File: config.mk
export PLATFORM = sky130hd
export DESIGN_NAME = sfsw_top
export DESIGN_NICKNAME = d
export VERILOG_FILES = /design/src/design/sfsw_pkg.sv /design/src/design/sfsw_sync.sv /design/src/design/sfsw_status.sv /design/src/design/sfsw_top.sv
export SDC_FILE = /design/constraint.sdc
export NUM_CORES = 1
export LEC_CHECK = 0
export ABC_AREA = 1
export BUFFER_PORTS_ARGS = -buffer_cell sky130_fd_sc_hd__buf_2
export CAP_MARGIN = 20
export CORE_MARGIN = 3
export CORE_UTILIZATION = 65
export DETAILED_ROUTE_END_ITERATION = 7
export PLACE_DENSITY = 0.85
export SETUP_SLACK_MARGIN = 0.4
export SYNTH_ARGS = -nofsm -noshare
export SYNTH_HDL_FRONTEND = slang
export SYNTH_SLANG_ARGS = --single-unit
File: constraint.sdc
create_clock -name sys_clk -period 3.1 [get_ports sys_clk]
set_input_delay 0 -clock sys_clk [delete_from_list [all_inputs] [get_ports sys_clk]]
set_output_delay 0 -clock sys_clk [all_outputs]
set_load 0.05 [all_outputs]
File: src/design/sfsw_pkg.sv
// Purpose: Shared constants, state type and helpers of the serial flash command block.
// Assumes: 125 MHz system clock; serial link sampled as plain inputs.
// Notes:   Opcodes, status bit positions and phase lengths are defined here; sfsw_status and the assertions also fix busy at bit 0 and WEL at bit 1.
package sfsw_pkg;
  // Opcodes
  localparam logic [7:0] OP_STATUS_WRITE = 8'h01;
  localparam logic [7:0] OP_READ         = 8'h03;
  localparam logic [7:0] OP_FAST_READ    = 8'h0b;
  localparam logic [7:0] OP_DUAL_OUT     = 8'h3b;
  localparam logic [7:0] OP_DUAL_IO      = 8'hbb;
  localparam logic [7:0] OP_WRITE_ENABLE = 8'h06;
  localparam logic [7:0] OP_STAT_RD_LO   = 8'h05;
  localparam logic [7:0] OP_STAT_RD_HI   = 8'h35;
  localparam logic [7:0] OP_NONE         = 8'h00;

  // Phase lengths as last clock index; status write lengths as bit counts
  localparam logic [4:0] OPC_LAST        = 5'h07;
  localparam logic [4:0] ADDR_SGL_LAST   = 5'h17;
  localparam logic [4:0] ADDR_DUAL_LAST  = 5'h0b;
  localparam logic [4:0] MODE_LAST       = 5'h03;
  localparam logic [4:0] DUMMY_LAST      = 5'h07;
  localparam logic [4:0] DUMMY_M_LAST    = 5'h03;
  localparam logic [4:0] WR_SHORT_BITS   = 5'h08;
  localparam logic [4:0] WR_LONG_BITS    = 5'h10;
  localparam logic [4:0] CNT_SAT         = 5'h1f;
  localparam logic [2:0] SGL_BYTE_LAST   = 3'h7;
  localparam logic [2:0] DUAL_BYTE_LAST  = 3'h3;
  localparam logic [1:0] MODE_KEEP       = 2'h2;

  // Status bit positions, masks and reset value
  localparam int          ST_BUSY        = 0;
  localparam int          ST_WEL         = 1;
  localparam int          ST_SRP_LO      = 7;
  localparam int          ST_SRP_HI      = 8;
  localparam logic [15:0] ST_WRITE_MASK  = 16'h7bfc;
  localparam logic [15:0] ST_OTP_MASK    = 16'h3800;
  localparam logic [15:0] ST_SHORT_CLEAR = 16'h4300;
  localparam logic [15:0] ST_RESET       = 16'h0000;

  // Self-timed status write duration
  localparam int unsigned CLK_PERIOD_NS        = 8;
  localparam int unsigned STATUS_WRITE_CYCLE_NS = 5000000;
  localparam int unsigned STATUS_WRITE_CYCLES  = STATUS_WRITE_CYCLE_NS / CLK_PERIOD_NS;

  // Gray coded along opcode, address, mode, dummy, data
  typedef enum logic [2:0] {
    SFSW_OPC   = 3'h0,
    SFSW_ADDR  = 3'h1,
    SFSW_MODE  = 3'h3,
    SFSW_DUMMY = 3'h2,
    SFSW_DATA  = 3'h6,
    SFSW_SRD   = 3'h7,
    SFSW_WRD   = 3'h5,
    SFSW_IGN   = 3'h4
  } sfsw_state_e;

  // Hardware lock from protect-mode bits and protect pin
  function automatic logic sfsw_locked(input logic srp_hi, input logic srp_lo,
                                       input logic wp_n);
    return srp_hi | (srp_lo & ~wp_n);
  endfunction : sfsw_locked
endpackage : sfsw_pkg

File: src/design/sfsw_sync.sv
// Purpose: Two-stage synchroniser for pin inputs.
// Assumes: Inputs are asynchronous levels.
// Notes:   First stage is read only by the second.
`timescale 1ns/1ps
module sfsw_sync #(
  parameter int W = 1
) (
  input  wire logic         sys_clk,
  input  wire logic         rstn,
  input  wire logic [W-1:0] din,
  output logic      [W-1:0] dout
);
  logic [W-1:0] meta_r;

  // Two flops in series
  always_ff @(posedge sys_clk) begin
    if (!rstn) begin
      meta_r <= '0;
      dout   <= '0;
    end else begin
      meta_r <= din;
      dout   <= meta_r;
    end
  end
endmodule : sfsw_sync

File: src/design/sfsw_status.sv
// Purpose: Status register, write-enable latch and self-timed write cycle.
// Assumes: Commit and latch pulses come from the command decoder.
// Notes:   New status is applied at cycle start; busy covers the timed cycle.
`timescale 1ns/1ps
module sfsw_status #(
  parameter int unsigned CYCLES = sfsw_pkg::STATUS_WRITE_CYCLES
) (
  input  wire logic        sys_clk,
  input  wire logic        rstn,
  input  wire logic        wr_go,
  input  wire logic        wr_long,
  input  wire logic [15:0] wr_data,
  input  wire logic        write_enable_command,
  input  wire logic        ext_busy,
  output logic      [15:0] status
);
  logic [15:2] bits_r;
  logic        wel_r;
  logic        busy_r;
  logic [31:0] tmr_r;
  logic [15:0] cur;
  logic [15:0] din;
  logic [15:0] nxt;
  logic        done;

  assign cur  = {bits_r, wel_r, busy_r};
  assign done = (tmr_r == 32'h1);

  // Short write keeps the upper byte but clears bits 14, 9 and 8; first byte lands low
  always_comb begin
    din = wr_long ? {wr_data[7:0], wr_data[15:8]} : {cur[15:8], wr_data[7:0]};
    nxt = (cur & ~sfsw_pkg::ST_WRITE_MASK) | (din & sfsw_pkg::ST_WRITE_MASK);
    nxt = nxt | (cur & sfsw_pkg::ST_OTP_MASK);
    if (!wr_long) begin
      nxt = nxt & ~sfsw_pkg::ST_SHORT_CLEAR;
    end
  end

  always_ff @(posedge sys_clk) begin
    if (!rstn) begin
      bits_r <= sfsw_pkg::ST_RESET[15:2];
    end else if (wr_go) begin
      bits_r <= nxt[15:2];
    end
  end

  always_ff @(posedge sys_clk) begin
    if (!rstn) begin
      tmr_r <= 32'h0;
    end else if (wr_go) begin
      tmr_r <= 32'(CYCLES);
    end else if (tmr_r != 32'h0) begin
      tmr_r <= tmr_r - 32'h1;
    end
  end

  always_ff @(posedge sys_clk) begin
    if (!rstn) begin
      busy_r <= 1'b0;
    end else begin
      busy_r <= wr_go | (tmr_r > 32'h1) | ext_busy;
    end
  end

  always_ff @(posedge sys_clk) begin
    if (!rstn) begin
      wel_r <= 1'b0;
    end else if (write_enable_command) begin
      wel_r <= 1'b1;
    end else if (done) begin
      wel_r <= 1'b0;
    end
  end

  assign status = cur;
endmodule : sfsw_status

File: src/design/sfsw_top.sv
// Purpose: Command handling of a serial NOR flash: status write and
//          single, fast, dual-output and dual-I/O reads.
// Assumes: Serial clock, chip select and data pins are asynchronous and are
//          sampled by sys_clk; serial clock is far slower than sys_clk.
// Notes:   Array is outside; mem_rdata answers mem_addr combinationally.
`timescale 1ns/1ps
module sfsw_top #(
  parameter int unsigned SW_CYCLES = sfsw_pkg::STATUS_WRITE_CYCLES
) (
  input  wire logic        sys_clk,
  input  wire logic        rstn,
  input  wire logic        cs_n,
  input  wire logic        sclk,
  input  wire logic        io0_in,
  output logic             io0_out,
  output logic             io0_oe_n,
  input  wire logic        io1_in,
  output logic             io1_out,
  output logic             io1_oe_n,
  input  wire logic        wp_n,
  input  wire logic        ext_busy,
  output logic      [23:0] mem_addr,
  input  wire logic [7:0]  mem_rdata,
  output logic      [15:0] status_reg,
  output logic             cont_mode
);
  logic [4:0]              pin_s;
  logic                    cs_s;
  logic                    sclk_s;
  logic                    io0_s;
  logic                    io1_s;
  logic                    wp_s;
  logic                    sclk_d_r;
  logic                    cs_d_r;
  logic                    sck_rise;
  logic                    sck_fall;
  logic                    cs_rise;
  logic                    cs_fall;
  sfsw_pkg::sfsw_state_e   state_r;
  logic [4:0]              cnt_r;
  logic [7:0]              cmd_r;
  logic [23:0]             in_sh_r;
  logic [23:0]             sh_next;
  logic                    dual_in;
  logic                    dual_out;
  logic                    busy;
  logic                    locked;
  logic [4:0]              addr_last;
  logic [4:0]              dummy_last;
  logic [7:0]              op;
  logic [23:0]             addr_r;
  logic [7:0]              out_sh_r;
  logic [2:0]              ocnt_r;
  logic                    loaded_r;
  logic [7:0]              load_byte;
  logic                    wr_go_r;
  logic                    wr_long_r;
  logic [15:0]             wr_data_r;
  logic                    write_enable_command_r;
  logic                    cont_r;
  logic [15:0]             status;

  // Pin synchronisers; select and protect inverted so reset equals idle
  sfsw_sync #(
    .W (5)
  ) u_sync (
    .sys_clk (sys_clk),
    .rstn    (rstn),
    .din     ({~cs_n, sclk, io1_in, io0_in, ~wp_n}),
    .dout    (pin_s)
  );

  assign cs_s   = ~pin_s[4];
  assign sclk_s = pin_s[3];
  assign io1_s  = pin_s[2];
  assign io0_s  = pin_s[1];
  assign wp_s   = ~pin_s[0];

  // Status register and timed cycle
  sfsw_status #(
    .CYCLES (SW_CYCLES)
  ) u_status (
    .sys_clk  (sys_clk),
    .rstn     (rstn),
    .wr_go    (wr_go_r),
    .wr_long  (wr_long_r),
    .wr_data  (wr_data_r),
    .write_enable_command     (write_enable_command_r),
    .ext_busy (ext_busy),
    .status   (status)
  );

  // Edge history of clock and select
  always_ff @(posedge sys_clk) begin
    if (!rstn) begin
      sclk_d_r <= 1'b0;
      cs_d_r   <= 1'b1;
    end else begin
      sclk_d_r <= sclk_s;
      cs_d_r   <= cs_s;
    end
  end

  assign sck_rise = sclk_s & ~sclk_d_r & ~cs_s;
  assign sck_fall = ~sclk_s & sclk_d_r & ~cs_s;
  assign cs_rise  = cs_s & ~cs_d_r;
  assign cs_fall  = ~cs_s & cs_d_r;

  assign busy   = status[sfsw_pkg::ST_BUSY];
  assign locked = sfsw_pkg::sfsw_locked(status[sfsw_pkg::ST_SRP_HI],
                                        status[sfsw_pkg::ST_SRP_LO], wp_s);

  assign dual_in  = (cmd_r == sfsw_pkg::OP_DUAL_IO) && (state_r != sfsw_pkg::SFSW_OPC);
  assign dual_out = (cmd_r == sfsw_pkg::OP_DUAL_IO) || (cmd_r == sfsw_pkg::OP_DUAL_OUT);
  assign sh_next  = dual_in ? {in_sh_r[21:0], io1_s, io0_s} : {in_sh_r[22:0], io0_s};
  assign op       = sh_next[7:0];
  assign addr_last  = dual_in ? sfsw_pkg::ADDR_DUAL_LAST : sfsw_pkg::ADDR_SGL_LAST;
  assign dummy_last = (cmd_r == sfsw_pkg::OP_DUAL_IO) ? sfsw_pkg::DUMMY_M_LAST
                                                      : sfsw_pkg::DUMMY_LAST;

  // Input shifter
  always_ff @(posedge sys_clk) begin
    if (!rstn) begin
      in_sh_r <= 24'h0;
    end else if (sck_rise) begin
      in_sh_r <= sh_next;
    end
  end

  // Command phase sequencer
  always_ff @(posedge sys_clk) begin
    if (!rstn) begin
      state_r <= sfsw_pkg::SFSW_OPC;
      cnt_r   <= 5'h0;
      cmd_r   <= sfsw_pkg::OP_NONE;
    end else if (cs_fall) begin
      cnt_r <= 5'h0;
      if (cont_r) begin
        cmd_r   <= sfsw_pkg::OP_DUAL_IO;
        state_r <= busy ? sfsw_pkg::SFSW_IGN : sfsw_pkg::SFSW_ADDR;
      end else begin
        cmd_r   <= sfsw_pkg::OP_NONE;
        state_r <= sfsw_pkg::SFSW_OPC;
      end
    end else if (cs_s) begin
      state_r <= sfsw_pkg::SFSW_OPC;
      cnt_r   <= 5'h0;
    end else if (sck_rise) begin
      case (state_r)
        sfsw_pkg::SFSW_OPC: begin
          if (cnt_r == sfsw_pkg::OPC_LAST) begin
            cmd_r <= op;
            cnt_r <= 5'h0;
            case (op)
              sfsw_pkg::OP_READ: begin
                state_r <= busy ? sfsw_pkg::SFSW_IGN : sfsw_pkg::SFSW_ADDR;
              end
              sfsw_pkg::OP_FAST_READ, sfsw_pkg::OP_DUAL_OUT, sfsw_pkg::OP_DUAL_IO: begin
                state_r <= busy ? sfsw_pkg::SFSW_IGN : sfsw_pkg::SFSW_ADDR;
              end
              sfsw_pkg::OP_STATUS_WRITE: begin
                state_r <= busy ? sfsw_pkg::SFSW_IGN : sfsw_pkg::SFSW_WRD;
              end
              sfsw_pkg::OP_STAT_RD_LO, sfsw_pkg::OP_STAT_RD_HI: begin
                state_r <= sfsw_pkg::SFSW_SRD;
              end
              default: begin
                state_r <= sfsw_pkg::SFSW_IGN;
              end
            endcase
          end else begin
            cnt_r <= cnt_r + 5'h1;
          end
        end
        sfsw_pkg::SFSW_ADDR: begin
          if (cnt_r == addr_last) begin
            cnt_r <= 5'h0;
            if (cmd_r == sfsw_pkg::OP_DUAL_IO) begin
              state_r <= sfsw_pkg::SFSW_MODE;
            end else if (cmd_r == sfsw_pkg::OP_READ) begin
              state_r <= sfsw_pkg::SFSW_DATA;
            end else begin
              state_r <= sfsw_pkg::SFSW_DUMMY;
            end
          end else begin
            cnt_r <= cnt_r + 5'h1;
          end
        end
        sfsw_pkg::SFSW_MODE: begin
          if (cnt_r == sfsw_pkg::MODE_LAST) begin
            cnt_r   <= 5'h0;
            state_r <= sfsw_pkg::SFSW_DUMMY;
          end else begin
            cnt_r <= cnt_r + 5'h1;
          end
        end
        sfsw_pkg::SFSW_DUMMY: begin
          if (cnt_r == dummy_last) begin
            cnt_r   <= 5'h0;
            state_r <= sfsw_pkg::SFSW_DATA;
          end else begin
            cnt_r <= cnt_r + 5'h1;
          end
        end
        sfsw_pkg::SFSW_WRD, sfsw_pkg::SFSW_IGN: begin
          if (cnt_r != sfsw_pkg::CNT_SAT) begin
            cnt_r <= cnt_r + 5'h1;
          end
        end
        default: begin
          cnt_r <= cnt_r;
        end
      endcase
    end
  end

  always_ff @(posedge sys_clk) begin
    if (!rstn) begin
      cont_r <= 1'b0;
    end else if (sck_rise && (state_r == sfsw_pkg::SFSW_MODE)
                 && (cnt_r == sfsw_pkg::MODE_LAST)) begin
      cont_r <= (op[5:4] == sfsw_pkg::MODE_KEEP);
    end
  end

  // Status data collected msb first
  always_ff @(posedge sys_clk) begin
    if (!rstn) begin
      wr_data_r <= 16'h0;
    end else if (sck_rise && (state_r == sfsw_pkg::SFSW_WRD)) begin
      wr_data_r <= {wr_data_r[14:0], io0_s};
    end
  end

  always_ff @(posedge sys_clk) begin
    if (!rstn) begin
      wr_go_r   <= 1'b0;
      wr_long_r <= 1'b0;
    end else begin
      wr_go_r   <= cs_rise && (state_r == sfsw_pkg::SFSW_WRD) && !busy && !locked
                   && status[sfsw_pkg::ST_WEL]
                   && ((cnt_r == sfsw_pkg::WR_SHORT_BITS)
                       || (cnt_r == sfsw_pkg::WR_LONG_BITS));
      wr_long_r <= (cnt_r == sfsw_pkg::WR_LONG_BITS);
    end
  end

  // Write-enable command executes at select rise
  always_ff @(posedge sys_clk) begin
    if (!rstn) begin
      write_enable_command_r <= 1'b0;
    end else begin
      write_enable_command_r <= cs_rise && (state_r == sfsw_pkg::SFSW_IGN) && !busy
                && (cmd_r == sfsw_pkg::OP_WRITE_ENABLE) && (cnt_r == 5'h0);
    end
  end

  // Byte to send next
  always_comb begin
    if (state_r == sfsw_pkg::SFSW_SRD) begin
      load_byte = (cmd_r == sfsw_pkg::OP_STAT_RD_HI) ? status[15:8] : status[7:0];
    end else begin
      load_byte = mem_rdata;
    end
  end

  always_ff @(posedge sys_clk) begin
    if (!rstn) begin
      addr_r <= 24'h0;
    end else if (sck_rise && (state_r == sfsw_pkg::SFSW_ADDR) && (cnt_r == addr_last)) begin
      addr_r <= sh_next;
    end else if (sck_fall && (state_r == sfsw_pkg::SFSW_DATA) && (ocnt_r == 3'h0)) begin
      addr_r <= addr_r + 24'h1;
    end
  end

  always_ff @(posedge sys_clk) begin
    if (!rstn) begin
      out_sh_r <= 8'h0;
      ocnt_r   <= 3'h0;
      loaded_r <= 1'b0;
      io0_out  <= 1'b0;
      io1_out  <= 1'b0;
    end else if (cs_s) begin
      ocnt_r   <= 3'h0;
      loaded_r <= 1'b0;
    end else if (sck_fall && ((state_r == sfsw_pkg::SFSW_DATA)
                              || (state_r == sfsw_pkg::SFSW_SRD))) begin
      loaded_r <= 1'b1;
      if (ocnt_r == 3'h0) begin
        if (dual_out && (state_r == sfsw_pkg::SFSW_DATA)) begin
          io1_out  <= load_byte[7];
          io0_out  <= load_byte[6];
          out_sh_r <= {load_byte[5:0], 2'h0};
          ocnt_r   <= sfsw_pkg::DUAL_BYTE_LAST;
        end else begin
          io1_out  <= load_byte[7];
          out_sh_r <= {load_byte[6:0], 1'b0};
          ocnt_r   <= sfsw_pkg::SGL_BYTE_LAST;
        end
      end else begin
        ocnt_r <= ocnt_r - 3'h1;
        if (dual_out && (state_r == sfsw_pkg::SFSW_DATA)) begin
          io1_out  <= out_sh_r[7];
          io0_out  <= out_sh_r[6];
          out_sh_r <= {out_sh_r[5:0], 2'h0};
        end else begin
          io1_out  <= out_sh_r[7];
          out_sh_r <= {out_sh_r[6:0], 1'b0};
        end
      end
    end
  end

  always_ff @(posedge sys_clk) begin
    if (!rstn) begin
      io1_oe_n <= 1'b1;
      io0_oe_n <= 1'b1;
    end else if (cs_s) begin
      io1_oe_n <= 1'b1;
      io0_oe_n <= 1'b1;
    end else if (sck_fall && ((state_r == sfsw_pkg::SFSW_DATA)
                              || (state_r == sfsw_pkg::SFSW_SRD))) begin
      io1_oe_n <= 1'b0;
      io0_oe_n <= !(dual_out && (state_r == sfsw_pkg::SFSW_DATA));
    end
  end

  // Registered views for the user side
  always_ff @(posedge sys_clk) begin
    if (!rstn) begin
      status_reg <= sfsw_pkg::ST_RESET;
      cont_mode  <= 1'b0;
    end else begin
      status_reg <= status;
      cont_mode  <= cont_r;
    end
  end

  assign mem_addr = addr_r;
endmodule : sfsw_top

**Word level (Yosys, flattened, before mapping)**

Cells that the tools add are included.

- Bits of input ports: 16
- Output and inout port bits: 45
- Register bits: 175

- $add $sub $neg: 4
- Bitwise operators: 19
- Reduce and logical (&&, ||, !) cells: 49
- $lt $le $gt $ge: 1
- Equal/unequal tests: 35
- Multiplexer cells: 48

Operator list:

| kind | number |
|---|---|
| 8-bit two-way mux | 11 |
| 24-bit two-way mux | 3 |
| 3-bit two-way mux | 14 |
| 20-bit two-way mux | 2 |
| 32-bit by 1-bit equality test with 1-bit output, second input constant | 1 |
| 8-bit by 6-bit equality test with 1-bit output, second input constant | 4 |
| 32-bit by 1-bit greater-than comparator with 1-bit output, second input constant | 1 |
| 32-bit nonzero test | 1 |
| 32-bit by 1-bit subtractor with 32-bit output, second input constant | 1 |
| 15-bit two-way mux | 2 |
| 5-bit two-way mux | 6 |
| 5-bit one-hot mux with 5 select lines | 1 |
| 24-bit by 1-bit adder with 24-bit output, second input constant | 1 |
| 1-bit logical AND | 19 |
| 8-bit by 2-bit equality test with 1-bit output, second input constant | 2 |
| 8-bit by 3-bit equality test with 1-bit output, second input constant | 2 |
| 8-bit equality test, second input constant | 2 |
| 4-bit != test, second input constant | 4 |
| 16-bit by 14-bit bitwise OR with 16-bit output | 1 |
| 16-bit by 15-bit bitwise OR with 16-bit output | 1 |
| 2-bit nonzero test | 7 |
| 3-bit equality test, second input constant | 4 |
| 3-bit one-hot mux with 4 select lines | 1 |
| 3-bit one-hot mux with 3 select lines | 1 |
| other kinds (34) | 64 |

**Longest topological paths before layout**

Gate-level depths: netlist (run 1).

- Word-level depth: 11
- Depth in mapped cells: 15

**Modules after synthesis**

Synthesis (run 1) repeated with hierarchy kept, for this count alone.

- Cells, all modules: 1352
- Area total of the unflattened synthesis: 9105.0 µm²

Modules (own cells, without submodules):

| module | seq. area each (µm²) | cells each | area an instance (µm²) | instances |
|---|---|---|---|---|
| sfsw_top | 2322.2 | 898 | 6095.8 | 1 |
| sfsw_status | 920.9 | 423 | 2722.6 | 1 |
| sfsw_sync | 200.2 | 31 | 286.5 | 1 |

**Least setup slack after synthesis (run 1)**

No wires, ideal clock.

- Path kind: reg2reg
- Start point: register addr_r[1], in the netlist mem_addr[1]
- End point: register addr_r[20], in the netlist mem_addr[20]
- Buffers on the path: 0
- Library setup time: 0.113 ns
- Cell stages (with the launch flop): 15
- Slack: 0.805 ns
- Arrival: 2.182 ns
- Data required time: 2.987 ns
- Path through: dfxtp_1 > ha_1 > nand2_1 > nor2_2 > nand4_2 > inv_1 > nand3_1 > nor2_2 > nand2_1 > nor2_1 > nand2_1 > nand2_1 > nand2_1 > o21ai_1 > inv_1

- Longest elaborated chain between the ends: 3

Ends and longest elaborated chain:

| item | RTL line | RTL |
|---|---|---|
| from (decl) | sfsw_top.sv:51 | `logic [23:0] addr_r;` |
| from (signal assigned) | sfsw_top.sv:271 | `addr_r <= sh_next;` |
| from (signal assigned) | sfsw_top.sv:273 | `addr_r <= addr_r + 24'h1;` |
| 24-bit by 1-bit adder with 24-bit output | sfsw_top.sv:273 |  |
| 24-bit two-way mux | sfsw_top.sv:272 | `end else if (sck_fall && (state_r == sfsw_pkg::SFSW_DATA) && (ocnt_r == 3'h0)) begin` |
| 24-bit two-way mux | sfsw_top.sv:270 | `end else if (sck_rise && (state_r == sfsw_pkg::SFSW_ADDR) && (cnt_r == addr_last)) begin` |

Every way passes these cells. The select of a mux whose other input is x is not followed.
A chain may end at the register's enable or synchronous reset.

**Final worst setup path (run 1)**

- Start point: register state_r[2]
- End point: register addr_r[14], in the netlist mem_addr[14]

- Longest elaborated chain between the ends: 6

Ends and longest elaborated chain:

| item | RTL line | RTL |
|---|---|---|
| from (decl) | sfsw_top.sv:39 | `sfsw_pkg::sfsw_state_e state_r;` |
| from (signal assigned) | sfsw_top.sv:133 | `state_r <= sfsw_pkg::SFSW_OPC;` |
| from (signal assigned) | sfsw_top.sv:140 | `state_r <= busy ? sfsw_pkg::SFSW_IGN : sfsw_pkg::SFSW_ADDR;` |
| from (signal assigned) | sfsw_top.sv:143 | `state_r <= sfsw_pkg::SFSW_OPC;` |
| 3-bit nonzero test | sfsw_top.sv:113 | `assign dual_in = (cmd_r == sfsw_pkg::OP_DUAL_IO) && (state_r != sfsw_pkg::SFSW_OPC);` |
| 1-bit logical AND | sfsw_top.sv:113 |  |
| 5-bit two-way mux | sfsw_top.sv:117 | `assign addr_last = dual_in ? sfsw_pkg::ADDR_DUAL_LAST : sfsw_pkg::ADDR_SGL_LAST;` |
| 5-bit equality test | sfsw_top.sv:270 |  |
| 1-bit logical AND | sfsw_top.sv:270 |  |
| 24-bit two-way mux or 2-bit nonzero test (tied branches) | -- |  |

Parallel ways exist; a longest one is shown, timed or not.

==> metrics.md, run 1 <==
| Metric | Value |
|---|---|
| Cell Pwr Density | `629 nW/um^2` |
| H-tree levels | `4` |
| Yosys cell types | `55` |
| CP max stage delay | `0.50 ns` |
| Die area | `between 10000 and 15000 um^2` |
| Number of synthesized flops with an enable pin | `0` |
| Layout cells sized above 1 | `about 11%` |
| Max reg flops | `32` |
| Cell depth of the worst setup path | `11` |
| IO Port Bufs | `58` |
| Crit path cell chain | `inv_2 -> nand2_2 -> nand3_4 -> a21oi_4 -> nand4_4 -> nand2_4 -> inv_4 -> nand2_1 -> o311ai_1 -> nand2_1 -> inv_1` |
| Crit Path Max Fanout | `17` |
| Detailed-route wire length per cell | `about 15 um` |
| Top Ports | `61` |
| Fillers | `1037` |
| Crit share post-route | `slightly below 80%` |
| Max-Cap Viols | `0` |
| Vias | `8350` |
| CP top delay family | `simple AND/OR/NAND/NOR gates` |
| Commonest non-fill, non-tap cell in the layout | `nand2_1` |
| Initial antenna violation count | `0` |
| Register area share after synthesis | `40.2%` |
| GP Congestion | `just over 0.9` |
| Clk pin slew, worst setup/hold paths | `0.07 ns` |
| Leak | `approximately 4.3 nW` |
| Highest Clock Rate | `around 0.41 GHz` |
| NumNets Final | `around 1300` |
| FF+latch count, synth | `170` |
| Std cell rows | `a little over 40` |
| Worst setup SP type | `flip-flop` |
| Router iterations before antenna repair | `6` |
| Synth top area cells | `dfxtp_1 40%, nand2_1 11%, inv_1 8.2%` |
| CTS tree | `built` |
| Initial cell density of the core | `66.9%` |
| Most frequent cells in the layout | `256 x nand2_1, 186 x inv_1, 170 x dfxtp_1` |
| YS warnings | `0` |
| P&R area growth vs syn | `11.9%` |
| Clk_lat worst skew | `~0.44 ns` |
| Final Routed Wirelength | `roughly 22 mm` |
| Worst-margin pin slew | `0.741 ns` |
| Leading area contributor after synthesis | `dfxtp_1` |
| Post-Syn Instances | `roughly 1200` |
| Total setup buffers inserted after CTS | `0` |
| Skew final | `around 0.012 ns` |
| Critical Path Sink | `mem_addr[14]$_SDFFE_PN0P_` |
| R2R setup slack | `0.65 ns` |
| Post-route ant nets | `0` |
| Die H | `roughly 120 um` |
| Peak VDD IR | `0.595 mV` |
| CTS sink count | `170` |
| CTS Buffer Depth | `2` |
| First-pass GRT wire length | `about 35 mm` |
| HP Class | `input port to flip-flop` |
| Slew headroom | `around half` |
| # DRC | `0` |
| Total GRT Usage | `between 20% and 30%` |
| CP arrival | `roughly 2.8 ns` |
| Number of DRC markers in iteration 0 | `850` |
| Inserted Diodes | `0` |
| Vias in the first global route | `about 7300` |
| Via density | `about 5.7` |
| Worst R2R Path Depth | `11` |
| Most used DFF post-synth | `dfxtp_1` |
| RSZ-0062 raised after global routing | `no` |
| Post-Syn Area | `around 8500 um^2` |
| Final Hold Viols | `0` |
| Die width | `between 100 and 150 um` |
| Crit-path most repeated cell | `nand2_1` |
| Largest Register | `u_status.tmr_r` |
| Syn avg cell area | `slightly below 7 um^2` |
| Core area | `~13000 um^2` |
| R2R Path Start | `state_r[2]$_SDFFE_PN0P_` |
| Fin crit period | `2.45 ns` |
| Cts bufs inserted | `17` |
| Clock root buffer | `clkbuf_16` |
| Global route total overflow | `0` |
| WP buf/inv | `3` |
| Final setup viols | `0` |
| Post-synth ARST share | `0%` |
| Inst Count DP | `around 1400` |
| Crit path from | `state_r[2]$_SDFFE_PN0P_` |
| Slowest CP cell | `dfxtp_1` |
| DP Wirelength | `approximately 15 mm` |
| Largest net degree at the start of global routing | `between 60 and 70` |
| CP required | `approximately 3.4 ns` |
| Yosys top cell area share | `around two fifths` |
| Crit. End Element | `flip-flop` |
| PostCTS Resize Cnt | `0` |
| Reg2reg end | `mem_addr[14]$_SDFFE_PN0P_` |
| Status | `finished clean` |
| Post-Layout Cell Count | `1466` |
| Total negative setup slack | `0 ns` |
| Worst Hold Launch | `mem_rdata[3]` |
| WS Path Type | `flip-flop to flip-flop` |
| Final slew viol count | `0` |
-- cell families (layout without fill, tap and decap cells) --
group	Yosys count	count (layout)	share of synthesized area, %
AO/OA/AOI/OAI	266	266	17.6
XOR/XNOR	21	21	2.17
adder cells (fa/ha/maj)	8	8	1.18
buffers and inverters	238	300	11.1
flip-flops	170	170	40.2
other	1	2	0.0443
AND/OR/NAND/NOR	525	527	27.7
-- how the worst min path moves through the flow --
stage	endpoint	slack (ns)	depth (start not counted)
2_1_floorplan	u_sync.meta_r[0]$_SDFF_PN0_	0.07	1
3_3_place_gp	u_sync.meta_r[0]$_SDFF_PN0_	0.16	2
3_5_place_dp	u_sync.meta_r[0]$_SDFF_PN0_	0.17	2
4_1_cts	io0_out$_SDFFE_PN0P_	0.0007	5
5_1_grt	io0_out$_SDFFE_PN0P_	0.03	5
6_report	out_sh_r[4]$_SDFFE_PN0P_	0.01	4
-- through the flow --
step / total power [mW] / worst slack [ns] / hold WS (ns) / utilization (%) / area (um^2)
2_1_floorplan: 3.67 / 0.805 / 0.0724 / - / 8470
3_3_place_gp: 3.91 / 0.663 / 0.158 / 69.6 / 8820
4_1_cts: 5.97 / 0.487 / 0.000742 / 74.7 / 9460
3_5_place_dp: 3.94 / 0.560 / 0.169 / 69.6 / 8820
6_report: 5.97 / 0.650 / 0.0138 / 74.8 / 9480
5_1_grt: 6.30 / 0.449 / 0.0272 / 74.8 / 9480
-- timing repair --
| action | CTS | global route |
|---|---|---|
| setup endpoints to repair | 0 | 15 |
| hold buffers | 8 | 0 |
| endpoints found under the hold margin | 8 | 0 |
-- layer usage --
metal  part of all wire, %  wire [um]  global-route usage, %  up-vias
met5                     0          0                      0        -
met4                   2.8        617                   12.5        0
met3                   7.6       1660                   5.56       60
met2                    47      10200                   48.3      354
met1                    43       9290                   38.4     3843
li1                      -          -                      -     4093
-- tightest hold or removal path, delay by kind of cell --
family / cells / cell delay, ns
buffers and inverters: 1 / 0.07
AND/OR/NAND/NOR: 1 / 0.06
AO/OA/AOI/OAI: 2 / 0.28
-- final cells by class --
class	count	area [um^2]	share of cell area (%)
repair buffers	72	415	4.38
well taps	172	215	2.27
clock buffers	20	457	4.82
flip-flops and latches	170	3400	35.9
clock inverters	12	104	1.10
inverters	196	738	7.79
multi-input cells	824	4150	43.8
-- power by group --
part           switching [mW]  total [mW]  internal, mW  leakage [nW]
Sequential              0.160        2.52          2.36          1.38
Combinational           0.930        1.42         0.487          2.68
Clock                   0.938        2.03          1.09         0.267
-- cells in the mapped netlist (all sizes together) (7+ instances only) --
cell / number
nand2: 266
inv: 193
dfxtp: 170
nor2: 137
o21ai: 114
a21oi: 92
nand3: 57
nand4: 28
clkbuf: 25
nor3: 22
buf: 17
a31oi: 16
xor2: 14
ha: 8
o211ai: 7
xnor2: 7
Power figures use the tool's default switching activity.
==> run 2: changes to the inputs <==
--- a/config.mk
+++ b/config.mk
@@ -9,9 +9,9 @@
 export BUFFER_PORTS_ARGS = -buffer_cell sky130_fd_sc_hd__buf_2
 export CAP_MARGIN = 20
 export CORE_MARGIN = 3
-export CORE_UTILIZATION = 65
+export CORE_UTILIZATION = 61
 export DETAILED_ROUTE_END_ITERATION = 7
-export PLACE_DENSITY = 0.85
+export PLACE_DENSITY = 0.81
 export SETUP_SLACK_MARGIN = 0.4
 export SYNTH_ARGS = -nofsm -noshare
 export SYNTH_HDL_FRONTEND = slang
==> constraint.sdc (replaced) <==
create_clock -name sys_clk -period 2.42 [get_ports sys_clk]
set_input_delay 0 -clock sys_clk [delete_from_list [all_inputs] [get_ports sys_clk]]
set_output_delay 0 -clock sys_clk [all_outputs]
set_load 0.05 [all_outputs]
==> run 2 against run 1 <==
  * Global-route usage shrank 1.1 points
  * Total power is 35% higher
  * Sequential power rose by 29%
  * Flip-flop and latch count stayed put
  * Maximum frequency rose by 27%
  * Clock power rose by 41%
==> metrics.md, run 2 (synthesis gave the netlist of run 1 again) <==
| Metric | Value |
|---|---|
| Status | `finished clean` |
| CTS Buffer Depth | `2 (unchanged)` |
| Commonest non-fill, non-tap cell in the layout | `nand2_1` |
| Die width | `124 um (+3.1%)` |
| H-tree levels | `4 (unchanged)` |
| # DRC | `0 (unchanged)` |
| First-pass GRT wire length | `34.8 mm (+0.26%)` |
| RSZ-0062 raised after global routing | `yes` |
| Worst R2R Path Depth | `14 (+3)` |
| Worst-margin pin slew | `0.508 ns (-0.233 ns)` |
| Final slew viol count | `0 (unchanged)` |
| Global route total overflow | `0 (unchanged)` |
| GP Congestion | `0.892 (-3.8%)` |
| Total power | `8.06 mW (+35%)` |
| Slew headroom | `65.8% (+15 points)` |
| Final Hold Viols | `0 (unchanged)` |
| Crit share post-route | `79.9% (+0.90 points)` |
| R2R setup slack | `0.49 ns (-0.16 ns)` |
| Max-Cap Viols | `0 (unchanged)` |
| Clk pin slew, worst setup/hold paths | `0.07 ns (about the same)` |
| CP max stage delay | `0.38 ns (-0.12 ns)` |
| Most frequent cells in the layout | `252 x nand2_1, 185 x inv_1, 159 x dfxtp_1` |
| Top Ports | `61 (unchanged)` |
| Die H | `124 um (+3.1%)` |
| Int Power | `5.41 mW (+37%)` |
| Number of DRC markers in iteration 0 | `690 (-19%)` |
| Reg2reg end | `mem_addr[20]$_SDFFE_PN0P_` |
| Post-Layout Cell Count | `1501 (+2.4%)` |
| Inst Count DP | `1443 (+1.3%)` |
| Total GRT Usage | `28.5% (-1.1 points)` |
| Total negative setup slack | `0 ns (unchanged)` |
| Core area | `13400 um^2 (+5.8%)` |
| Leak | `4.52 nW (+4.7%)` |
| Net Switching | `2.66 mW (+31%)` |
| Cts bufs inserted | `17 (unchanged)` |
| Sw Share | `32.9% (-1.1 points)` |
| Dpl ws | `0.313 ns (-0.247 ns)` |
| Max reg flops | `32 (unchanged)` |
| Crit path cell chain | `ha_1 -> nand2_1 -> nor2_4 -> nand4_2 -> inv_1 -> nand3_2 -> nor2_2 -> nand2_1 -> nor2_2 -> nand2_1 -> nand2_1 -> nand2_1 -> o21ai_1 -> inv_1` |
| Sequential Power Share | `40.3% (-2.0 points)` |
| CP required | `2.75 ns (-0.68 ns)` |
| Logic pwr share | `24.3% (+0.5 points)` |
| Highest Clock Rate | `0.517 GHz (+27%)` |
| Inserted Diodes | `0 (unchanged)` |
| Fin crit period | `1.93 ns (-0.516 ns)` |
| Initial antenna violation count | `0 (unchanged)` |
| Router iterations before antenna repair | `5 (-1)` |
| Peak VDD IR | `0.815 mV (+37%)` |
| Initial cell density of the core | `63.2% (-3.6 points)` |
| Crit-path most repeated cell | `nand2_1` |
| CTS sink count | `170 (unchanged)` |
| Final setup viols | `0 (unchanged)` |
| Detailed-route wire length per cell | `14.8 um (-0.52%)` |
| Crit path from | `mem_addr[0]$_SDFFE_PN0P_` |
| Critical Path Sink | `mem_addr[20]$_SDFFE_PN0P_` |
| Slowest CP cell | `dfxtp_4` |
| P&R area growth vs syn | `17.2%` |
| Placed cell area | `8960 um^2 (+1.6%)` |
| Part of the power in the clock network | `35.4% (+1.4 points)` |
| Final Core Density | `74.1% (-0.77 points)` |
| DP Wirelength | `15.1 mm (+2.7%)` |
| Layout cells sized above 1 | `15.4% (+4.7 points)` |
| WS Path Type | `flip-flop to flip-flop` |
| Worst setup SP type | `flip-flop` |
| Vias in the first global route | `7172 (-2.2%)` |
| R2R Path Start | `mem_addr[0]$_SDFFE_PN0P_` |
| CTS tree | `built` |
| Crit. End Element | `flip-flop` |
| Post-route setup slack | `0.486 ns (-0.164 ns)` |
| Vias | `8264 (-1.0%)` |
| Die area | `15300 um^2 (+6.2%)` |
| Final Routed Wirelength | `22.2 mm (+1.9%)` |
| HP Class | `input port to flip-flop` |
| NumNets Final | `1336 (+2.4%)` |
| Clk_lat worst skew | `0.44 ns (about the same)` |
| Cell Pwr Density | `813 nW/um^2 (+29%)` |
| Post-route cell area | `9920 um^2 (+4.7%)` |
| Crit Path Max Fanout | `5 (-12)` |
| Largest Register | `u_status.tmr_r` |
| Via density | `5.51 (-3.3%)` |
| IO Port Bufs | `58 (unchanged)` |
| Largest net degree at the start of global routing | `45 (-26%)` |
| Clock root buffer | `clkbuf_16` |
| CP arrival | `2.27 ns (-0.51 ns)` |
| Post-route ant nets | `0 (unchanged)` |
| Final hold slack | `0.00677 ns (-0.00706 ns)` |
| Std cell rows | `42 (+2.4%)` |
| Skew final | `0.0103 ns (-0.00144 ns)` |
[run 2: power groups by stage]
stage	clock, mW	sequential, mW	combinational [mW]
floorplan	0	3.24	1.46
global placement	0	3.28	1.77
detailed placement	0	3.29	1.81
CTS	2.87	3.23	1.85
global route	2.99	3.28	2.22
finish	2.86	3.25	1.96
[run 2: critical path, delay by kind of cell, from the launching register on]
kind / cells / cell delay, ns
DFF: 1 / 0.38
buffers and inverters: 2 / 0.16
adders and majority gates: 1 / 0.19
and+or+nand+nor: 10 / 0.99
AOI/OAI and AO/OA: 1 / 0.12
[run 2: worst min path at each step]
stage / endpoint / start / slack (ns) / depth (start not counted)
6_report: io0_out$_SDFFE_PN0P_ / mem_rdata[6] / 0.007 / 5
5_1_grt: io0_out$_SDFFE_PN0P_ / mem_rdata[6] / 0.03 / 5
4_1_cts: out_sh_r[1]$_SDFFE_PN0P_ / mem_rdata[0] / 0.002 / 5
3_5_place_dp: u_sync.meta_r[0]$_SDFF_PN0_ / wp_n / 0.16 / 2
3_3_place_gp: u_sync.meta_r[0]$_SDFF_PN0_ / wp_n / 0.16 / 2
2_1_floorplan: u_sync.meta_r[0]$_SDFF_PN0_ / wp_n / 0.07 / 1
[run 2: metal layers]
layer,part of all wire [%],GRT usage (%),vias to the layer above
met5,0,0,-
met2,46,44.9,331
met1,45,40.3,3727
li1,-,-,4169
met3,7.9,5.63,37
met4,1.3,6.78,0
[run 2: what timing repair did]
item | in CTS | in global routing
resized for setup | 4 | 35
pin swaps | 3 | 10
setup endpoints to repair | 7 | 48
buffers inserted | 4 | 12
endpoints found under the hold margin | 17 | 0
gates cloned | 0 | 1
hold buffers | 9 | 0
[run 2: final cells by class]
cell class / count / area [um^2]
inverter: 196 / 742
fill: 1082 / 3480
sequential: 170 / 3420
timing repair buffer: 104 / 691
multi-input combinational: 823 / 4230
clock buffer: 20 / 457
tap: 176 / 220
clock inverter: 12 / 161
